File: config.mk
export PLATFORM = sky130hd
export DESIGN_NAME = i2c_remote_alias_remapper
export DESIGN_NICKNAME = d
export VERILOG_FILES = /design/src/i2c_remap_pkg.sv /design/src/i2c_remote_alias_remapper.sv
export SDC_FILE = /design/constraint.sdc
export NUM_CORES = 1
export LEC_CHECK = 0
export BUFFER_PORTS_ARGS = -buffer_cell sky130_fd_sc_hd__buf_4
export CAP_MARGIN = 10
export CORE_ASPECT_RATIO = 0.5
export CORE_UTILIZATION = 58
export DETAILED_ROUTE_END_ITERATION = 8
export GPL_TIMING_DRIVEN = 0
export PLACE_DENSITY = 0.79
export SLEW_MARGIN = 40
export SYNTH_ARGS = -nofsm -noshare
export SYNTH_HDL_FRONTEND = slang
export SYNTH_SLANG_ARGS = --single-unit
export TNS_END_PERCENT = 50
File: constraint.sdc
create_clock -name aclk -period 2.9 [get_ports aclk]
set_clock_uncertainty 0.05 [all_clocks]
set_input_delay 0 -clock aclk [delete_from_list [all_inputs] [get_ports aclk]]
set_output_delay 0 -clock aclk [all_outputs]
set_load 0.005 [all_outputs]
File: src/i2c_remap_pkg.sv
package i2c_remap_pkg;
    // Register indices; byte address is four times the index
    localparam int unsigned IDX_TARGET_BASE = 8;
    localparam int unsigned IDX_TARGET_6 = 14;
    localparam int unsigned IDX_TARGET_7 = 15;
    localparam int unsigned IDX_ALIAS_BASE = 16;
    localparam int unsigned IDX_ALIAS_0 = 16;
    localparam int unsigned IDX_ALIAS_1 = 17;
    localparam int unsigned IDX_ALIAS_2 = 18;
    localparam int unsigned IDX_ALIAS_3 = 19;
    localparam int unsigned NUM_ENTRIES = 8;
    localparam logic [7:0] TARGET_RESET = 8'h00;
    localparam logic [6:0] ALIAS_RESET = 7'h00;
    localparam logic [6:0] ALIAS_DISABLED = 7'h00;
    localparam int unsigned ADDR_FIELD_LSB = 1;
    localparam int unsigned ADDR_FIELD_MSB = 7;
    localparam logic [1:0] RESP_OKAY = 2'h0;
    localparam logic [1:0] RESP_SLVERR = 2'h2;

    // Address phase of a local I2C transaction
    typedef struct packed {
        logic [6:0] addr;
        logic rnw;
    } i2c_hdr_s;

    // Remapped address phase handed to the control channel
    typedef struct packed {
        logic [6:0] addr;
        logic rnw;
        logic [2:0] entry;
    } fwd_hdr_s;
endpackage

File: src/i2c_remote_alias_remapper.sv
// Function
// - Target registers hold remote 7-bit physical address
// - Alias registers compared against every local address
// - Match on entry n substitutes target n
// - Substitution done before forwarding to channel
// - Alias value zero never matches
// - All alias and target registers reset zero
// - Every target entry remaps like entries six, seven
`timescale 1ns/1ps
module i2c_remote_alias_remapper #(
    parameter int unsigned ADDR_W = 8
) (
    input wire logic aclk,
    input wire logic aresetn,
    input wire logic [ADDR_W-1:0] s_axi_awaddr,
    input wire logic s_axi_awvalid,
    output logic s_axi_awready,
    input wire logic [31:0] s_axi_wdata,
    input wire logic [3:0] s_axi_wstrb,
    input wire logic s_axi_wvalid,
    output logic s_axi_wready,
    output logic [1:0] s_axi_bresp,
    output logic s_axi_bvalid,
    input wire logic s_axi_bready,
    input wire logic [ADDR_W-1:0] s_axi_araddr,
    input wire logic s_axi_arvalid,
    output logic s_axi_arready,
    output logic [31:0] s_axi_rdata,
    output logic [1:0] s_axi_rresp,
    output logic s_axi_rvalid,
    input wire logic s_axi_rready,
    input wire logic req_valid,
    input wire i2c_remap_pkg::i2c_hdr_s req_hdr,
    output logic req_ready,
    output logic fwd_valid,
    output i2c_remap_pkg::fwd_hdr_s fwd_hdr,
    input wire logic fwd_ready,
    output logic miss_pulse
);
    localparam int unsigned N = i2c_remap_pkg::NUM_ENTRIES;

    logic [7:0] target_ff [N];
    logic [7:0] nxt_target [N];
    logic [6:0] alias_ff [N];
    logic [6:0] nxt_alias [N];
    logic aw_got_ff, nxt_aw_got, w_got_ff, nxt_w_got;
    logic [ADDR_W-1:0] awaddr_ff, nxt_awaddr;
    logic [7:0] wdata_ff, nxt_wdata;
    logic wstrb0_ff, nxt_wstrb0;
    logic bvalid_ff, nxt_bvalid;
    logic [1:0] bresp_ff, nxt_bresp;
    logic rvalid_ff, nxt_rvalid;
    logic [1:0] rresp_ff, nxt_rresp;
    logic [7:0] rdata_ff, nxt_rdata;
    logic fwd_valid_ff, nxt_fwd_valid;
    i2c_remap_pkg::fwd_hdr_s fwd_hdr_ff, nxt_fwd_hdr;
    logic miss_ff, nxt_miss;
    logic [N-1:0] match_vec;
    logic hit;
    logic [2:0] hit_idx;
    logic do_write;
    logic req_take;
    logic [ADDR_W-3:0] widx, ridx;

    assign s_axi_awready = !aw_got_ff && !bvalid_ff;
    assign s_axi_wready = !w_got_ff && !bvalid_ff;
    assign s_axi_arready = !rvalid_ff;
    assign s_axi_bvalid = bvalid_ff;
    assign s_axi_bresp = bresp_ff;
    assign s_axi_rvalid = rvalid_ff;
    assign s_axi_rresp = rresp_ff;
    assign s_axi_rdata = {24'h00_0000, rdata_ff};
    assign req_ready = !fwd_valid_ff || fwd_ready;
    assign fwd_valid = fwd_valid_ff;
    assign fwd_hdr = fwd_hdr_ff;
    assign miss_pulse = miss_ff;
    assign do_write = aw_got_ff && w_got_ff && !bvalid_ff;
    assign req_take = req_valid && req_ready;
    assign widx = awaddr_ff[ADDR_W-1:2];
    assign ridx = s_axi_araddr[ADDR_W-1:2];

    // Alias decoder, one comparator per entry
    for (genvar g = 0; g < N; g++) begin : g_match
        assign match_vec[g] = (alias_ff[g] != i2c_remap_pkg::ALIAS_DISABLED)
            && (alias_ff[g] == req_hdr.addr);
    end

    // Lowest matching entry wins when software programs duplicates
    always_comb begin
        hit = 1'b0;
        hit_idx = 3'h0;
        for (int i = N - 1; i >= 0; i--) begin
            if (match_vec[i]) begin
                hit = 1'b1;
                hit_idx = 3'(i);
            end
        end
    end

    // AXI write channel capture and response
    always_comb begin
        nxt_aw_got = aw_got_ff;
        nxt_awaddr = awaddr_ff;
        nxt_w_got = w_got_ff;
        nxt_wdata = wdata_ff;
        nxt_wstrb0 = wstrb0_ff;
        nxt_bvalid = bvalid_ff;
        nxt_bresp = bresp_ff;
        nxt_target = target_ff;
        nxt_alias = alias_ff;
        if (s_axi_awvalid && s_axi_awready) begin
            nxt_aw_got = 1'b1;
            nxt_awaddr = s_axi_awaddr;
        end
        if (s_axi_wvalid && s_axi_wready) begin
            nxt_w_got = 1'b1;
            nxt_wdata = s_axi_wdata[7:0];
            nxt_wstrb0 = s_axi_wstrb[0];
        end
        if (bvalid_ff && s_axi_bready) begin
            nxt_bvalid = 1'b0;
        end
        if (do_write) begin
            nxt_aw_got = 1'b0;
            nxt_w_got = 1'b0;
            nxt_bvalid = 1'b1;
            nxt_bresp = i2c_remap_pkg::RESP_OKAY;
            if (awaddr_ff[1:0] != 2'h0) begin
                nxt_bresp = i2c_remap_pkg::RESP_SLVERR;
            end else if (widx >= (ADDR_W-2)'(i2c_remap_pkg::IDX_TARGET_BASE)
                    && widx < (ADDR_W-2)'(i2c_remap_pkg::IDX_TARGET_BASE + N)) begin
                if (wstrb0_ff) begin
                    nxt_target[3'(widx)] = wdata_ff;
                end
            end else if (widx >= (ADDR_W-2)'(i2c_remap_pkg::IDX_ALIAS_BASE)
                    && widx < (ADDR_W-2)'(i2c_remap_pkg::IDX_ALIAS_BASE + N)) begin
                if (wstrb0_ff) begin
                    nxt_alias[3'(widx)] = wdata_ff[7:1];
                end
            end else begin
                nxt_bresp = i2c_remap_pkg::RESP_SLVERR;
            end
        end
    end

    always_ff @(posedge aclk) begin
        if (!aresetn) begin
            aw_got_ff <= 1'b0;
            awaddr_ff <= '0;
            w_got_ff <= 1'b0;
            wdata_ff <= 8'h00;
            wstrb0_ff <= 1'b0;
            bvalid_ff <= 1'b0;
            bresp_ff <= i2c_remap_pkg::RESP_OKAY;
            for (int i = 0; i < N; i++) begin
                target_ff[i] <= i2c_remap_pkg::TARGET_RESET;
                alias_ff[i] <= i2c_remap_pkg::ALIAS_RESET;
            end
        end else begin
            aw_got_ff <= nxt_aw_got;
            awaddr_ff <= nxt_awaddr;
            w_got_ff <= nxt_w_got;
            wdata_ff <= nxt_wdata;
            wstrb0_ff <= nxt_wstrb0;
            bvalid_ff <= nxt_bvalid;
            bresp_ff <= nxt_bresp;
            target_ff <= nxt_target;
            alias_ff <= nxt_alias;
        end
    end

    // AXI read channel; alias bit 0 reads as zero
    always_comb begin
        nxt_rvalid = rvalid_ff;
        nxt_rdata = rdata_ff;
        nxt_rresp = rresp_ff;
        if (rvalid_ff && s_axi_rready) begin
            nxt_rvalid = 1'b0;
        end
        if (s_axi_arvalid && s_axi_arready) begin
            nxt_rvalid = 1'b1;
            nxt_rdata = 8'h00;
            nxt_rresp = i2c_remap_pkg::RESP_OKAY;
            if (s_axi_araddr[1:0] != 2'h0) begin
                nxt_rresp = i2c_remap_pkg::RESP_SLVERR;
            end else if (ridx >= (ADDR_W-2)'(i2c_remap_pkg::IDX_TARGET_BASE)
                    && ridx < (ADDR_W-2)'(i2c_remap_pkg::IDX_TARGET_BASE + N)) begin
                nxt_rdata = target_ff[3'(ridx)];
            end else if (ridx >= (ADDR_W-2)'(i2c_remap_pkg::IDX_ALIAS_BASE)
                    && ridx < (ADDR_W-2)'(i2c_remap_pkg::IDX_ALIAS_BASE + N)) begin
                nxt_rdata = {alias_ff[3'(ridx)], 1'b0};
            end else begin
                nxt_rresp = i2c_remap_pkg::RESP_SLVERR;
            end
        end
    end

    always_ff @(posedge aclk) begin
        if (!aresetn) begin
            rvalid_ff <= 1'b0;
            rdata_ff <= 8'h00;
            rresp_ff <= i2c_remap_pkg::RESP_OKAY;
        end else begin
            rvalid_ff <= nxt_rvalid;
            rdata_ff <= nxt_rdata;
            rresp_ff <= nxt_rresp;
        end
    end

    // Remap stage: address is swapped before the channel ever sees it
    always_comb begin
        nxt_fwd_valid = fwd_valid_ff;
        nxt_fwd_hdr = fwd_hdr_ff;
        nxt_miss = 1'b0;
        if (fwd_valid_ff && fwd_ready) begin
            nxt_fwd_valid = 1'b0;
        end
        if (req_take) begin
            if (hit) begin
                nxt_fwd_valid = 1'b1;
                nxt_fwd_hdr.addr = target_ff[hit_idx][7:1];
                nxt_fwd_hdr.rnw = req_hdr.rnw;
                nxt_fwd_hdr.entry = hit_idx;
            end else begin
                nxt_miss = 1'b1;
            end
        end
    end

    always_ff @(posedge aclk) begin
        if (!aresetn) begin
            fwd_valid_ff <= 1'b0;
            fwd_hdr_ff <= '0;
            miss_ff <= 1'b0;
        end else begin
            fwd_valid_ff <= nxt_fwd_valid;
            fwd_hdr_ff <= nxt_fwd_hdr;
            miss_ff <= nxt_miss;
        end
    end
endmodule

==> run_results.csv <==
group,metric,value,unit
status,status,"completed",
drt,firstDrtPassIters,5,
drt,avgViaCountPerCell,6.12,
die,die_w,176,um
clocking,clk_path_buf_depth,2,
yosys,synth_cell_types,56,
worst_setup_path,worstPathRequired,3.18,ns
worst_setup_path,critPathTopFamily,"compound AO/OA/AOI/OAI gates",
layout,stdcell_count,1212,
timing,timing.final.crit_share,98.0,%
timing,worst_pin_slew,0.913,ns
yosys,ys_warn_count,0,
power,max-vdd-ir-drop,0.000345,V
layout,drive_gt1_share,21.1,%
worst_setup_path,crit_fanout,10,
layout,fin_nets,1070,
placement,place_ws,-0.0270,ns
timing,max_slew_margin,39.1,%
global_route,grt_pass1_vias,6754,
die,io-pin-count,124,
clocking,clkSinkCount,164,
yosys,synth_top_cell_by_area,"dfxtp_1",
power,leakagePower,4.13,nW
worst_setup_path,r2r_cells,8,
yosys,synth.area.top_cells,"dfxtp_1, mux2i_1, mux4_2, nor2b_1, nand2_1",
worst_setup_path,worstSetupPathDepth,8,
worst_setup_path,critical_path.max_stage_delay,0.56,ns
drt,drc,0,
yosys,synthFlopType,"dfxtp_1",
worst_setup_path,crit_slowest_cell,"mux4_2",
timing,maxSlewViolCount,0,
yosys,synth_top_cell_area_share,37.4,%
job,cap_violations,0,
clocking,clk_pin_slew,0.08,ns
timing,min_period,2.84,ns
die,die_y,89.0,um
drt,detailroute.via_count,7421,
global_route,grt_usage,35.0,%
clocking,clock_latency,0.44,ns
die,start_util,60.1,%
placement,gp_congestion,0.953,
die,dieArea,15700,sq um
layout,diodes,0,
yosys,syn-cell-area,8790,sq um
layout,layout_common_cells,"dfxtp_1, mux2i_1, nor2b_1",
clocking,cts_tree,"yes",
worst_setup_path,cp-start-kind,"register",
timing,max_freq,352,MHz
timing,setup_tns,0,ns
placement,hpwl,18800,um
drt,wl_per_cell,22.2,um
yosys,yosysSeqAreaShare,37.4,%
die,rows,31,
yosys,synth.avg_cell_area,10.3,sq um
clocking,cts_inserted_buffers,17,
min_path,hold_class,"input port to register",
drt,drt_wl_total,27000,um
layout,area_growth,21.3,%
worst_setup_path,crit_chain,"nor4_1 -> a211o_1 -> a2111oi_4 -> o211ai_2 -> a31oi_4 -> buf_12 -> mux4_2 -> a22o_1",
clocking,cts-htree-levels,4,
placement,dpl.cell_count,1137,
clocking,cts_root_buffer,"clkbuf_16",
global_route,grt_overflow_total,0,
yosys,synth_edf_count,0,
drt,drtAntennaViolNets,0,
drt,drt_iter0_markers,796,
worst_setup_path,crit_arrival,3.12,ns
worst_setup_path,worstSetupPathType,"register to register",
global_route,grt_pass1_wl,39700,um
timing,hold_viol,0,
timing,setup_viol,0,
layout,mostFrequentLayoutCell,"dfxtp_1",
power,power.density,474,nW/um^2
global_route,grt_max_degree,19,
yosys,synth-async-reset-ratio,0,%
min_path,whs_path_depth,4,
timing,fin_ws,0.0577,ns
worst_setup_path,path_buf_inv,1,
global_route,antenna_found_initial,0,
worst_setup_path,cp-end-kind,"register",
placement,io_buffers,60,
yosys,synthCells,854,
yosys,ys_seq_elements,164,
die,core,14600,sq um
==> worst reg2reg max path, stage by stage (launching register included) <==
cell	delay (ns)
dfxtp_4	0.38
nor4_1	0.07
a211o_1	0.33
a2111oi_4	0.43
o211ai_2	0.15
a31oi_4	0.36
buf_12	0.21
mux4_2	0.56
a22o_1	0.20
==> through the flow <==
stage	hold slack, ns	instance area, sq um	util [%]	power [W]
after CTS	0.00141	10600	72.4	0.00503
final	0.0124	10700	72.9	0.00505
after global placement	0.182	9580	65.5	0.00276
after floorplan	0.0878	8880	-	0.00261
after detailed placement	0.192	9590	65.6	0.00277
after global routing	0.0401	10700	72.9	0.00517
==> synth_stat cells (all sizes together) (7+ instances only) <==
| cell type | number |
|---|---|
| dfxtp | 164 |
| clkbuf | 40 |
| mux2i | 114 |
| nor2b | 110 |
| o221ai | 7 |
| nand2 | 95 |
| a21boi | 43 |
| o21ai | 17 |
| nor2 | 31 |
| xor2 | 18 |
| nand3 | 10 |
| xnor2 | 32 |
| a211o | 8 |
| nand4 | 9 |
| a22o | 7 |
| buf | 44 |
| a22oi | 7 |
| a2111o | 7 |
| mux4 | 43 |
| nor4 | 10 |
==> state kept, by name (all words and copies together) (netlist names) <==
signal and flops:
s_axi_bresp 1, wdata_ff 8, alias_ff 56, w_got_ff 1, s_axi_rvalid 1, miss_pulse 1, aw_got_ff 1, fwd_valid 1
target_ff 64, s_axi_bvalid 1, rdata_ff 8, wstrb0_ff 1, awaddr_ff 8, fwd_hdr 11, s_axi_rresp 1
==> kinds of logic (layout without fill, tap and decap cells) <==
group	count (synthesis)	after routing	share of synthesized area (%)
buffers and inverters	87	222	5.77
other	1	26	0.0427
AND/OR/NAND/NOR	285	285	17.3
flip-flops	164	164	37.4
AO/OA/AOI/OAI	107	107	9.95
multiplexers	160	160	24.6
XOR/XNOR	50	50	4.98
==> final cells by class <==
type	instances	area, sq um
Clock buffer	18	439
Sequential cell	164	3310
Fill cell	1048	3960
Clock inverter	14	155
Inverter	3	11.3
Timing Repair Buffer	104	878
Multi-Input combinational cell	628	5120
Tap cell	198	248
Buffer	83	498
==> per-layer routing <==
| layer | wire, um | GRT usage, % | share of wire, % |
|---|---|---|---|
| met3 | 3190 | 11.9 | 12 |
| met1 | 11700 | 47.6 | 43 |
| met2 | 11500 | 52.5 | 43 |
| met5 | 0 | 0 | 0 |
| met4 | 589 | 12.1 | 2.2 |
==> final timing paths <==
kind,from,to,slack [ns]
worst max-delay path,alias_ff[0]$_SDFFE_PN0P_,fwd_hdr[7]$_SDFFE_PN0P_,0.06
worst min-delay path,s_axi_wvalid,wstrb0_ff$_SDFFE_PN0P_,0.01
worst min register to register,target_ff[0]$_SDFFE_PN0P_,target_ff[0]$_SDFFE_PN0P_,0.45
worst max register to register,alias_ff[0]$_SDFFE_PN0P_,fwd_hdr[7]$_SDFFE_PN0P_,0.06
==> power by group <==
| part | internal (W) | switching, W | total, W |
|---|---|---|---|
| registers | 0.00227 | 0.0000150 | 0.00228 |
| logic | 0.000214 | 0.000276 | 0.000490 |
| clock network | 0.00118 | 0.00110 | 0.00228 |
==> what timing repair did <==
item | 4_1_cts | 5_1_grt
hold buffers | 39 | 0
hold endpoints to repair | 32 | 0
buffers inserted | 2 | 3
pin swaps | 1 | 4
setup endpoints to repair | 5 | 20
gates resized for setup | 0 | 24
No activity file was read; power rests on OpenSTA's default activity.
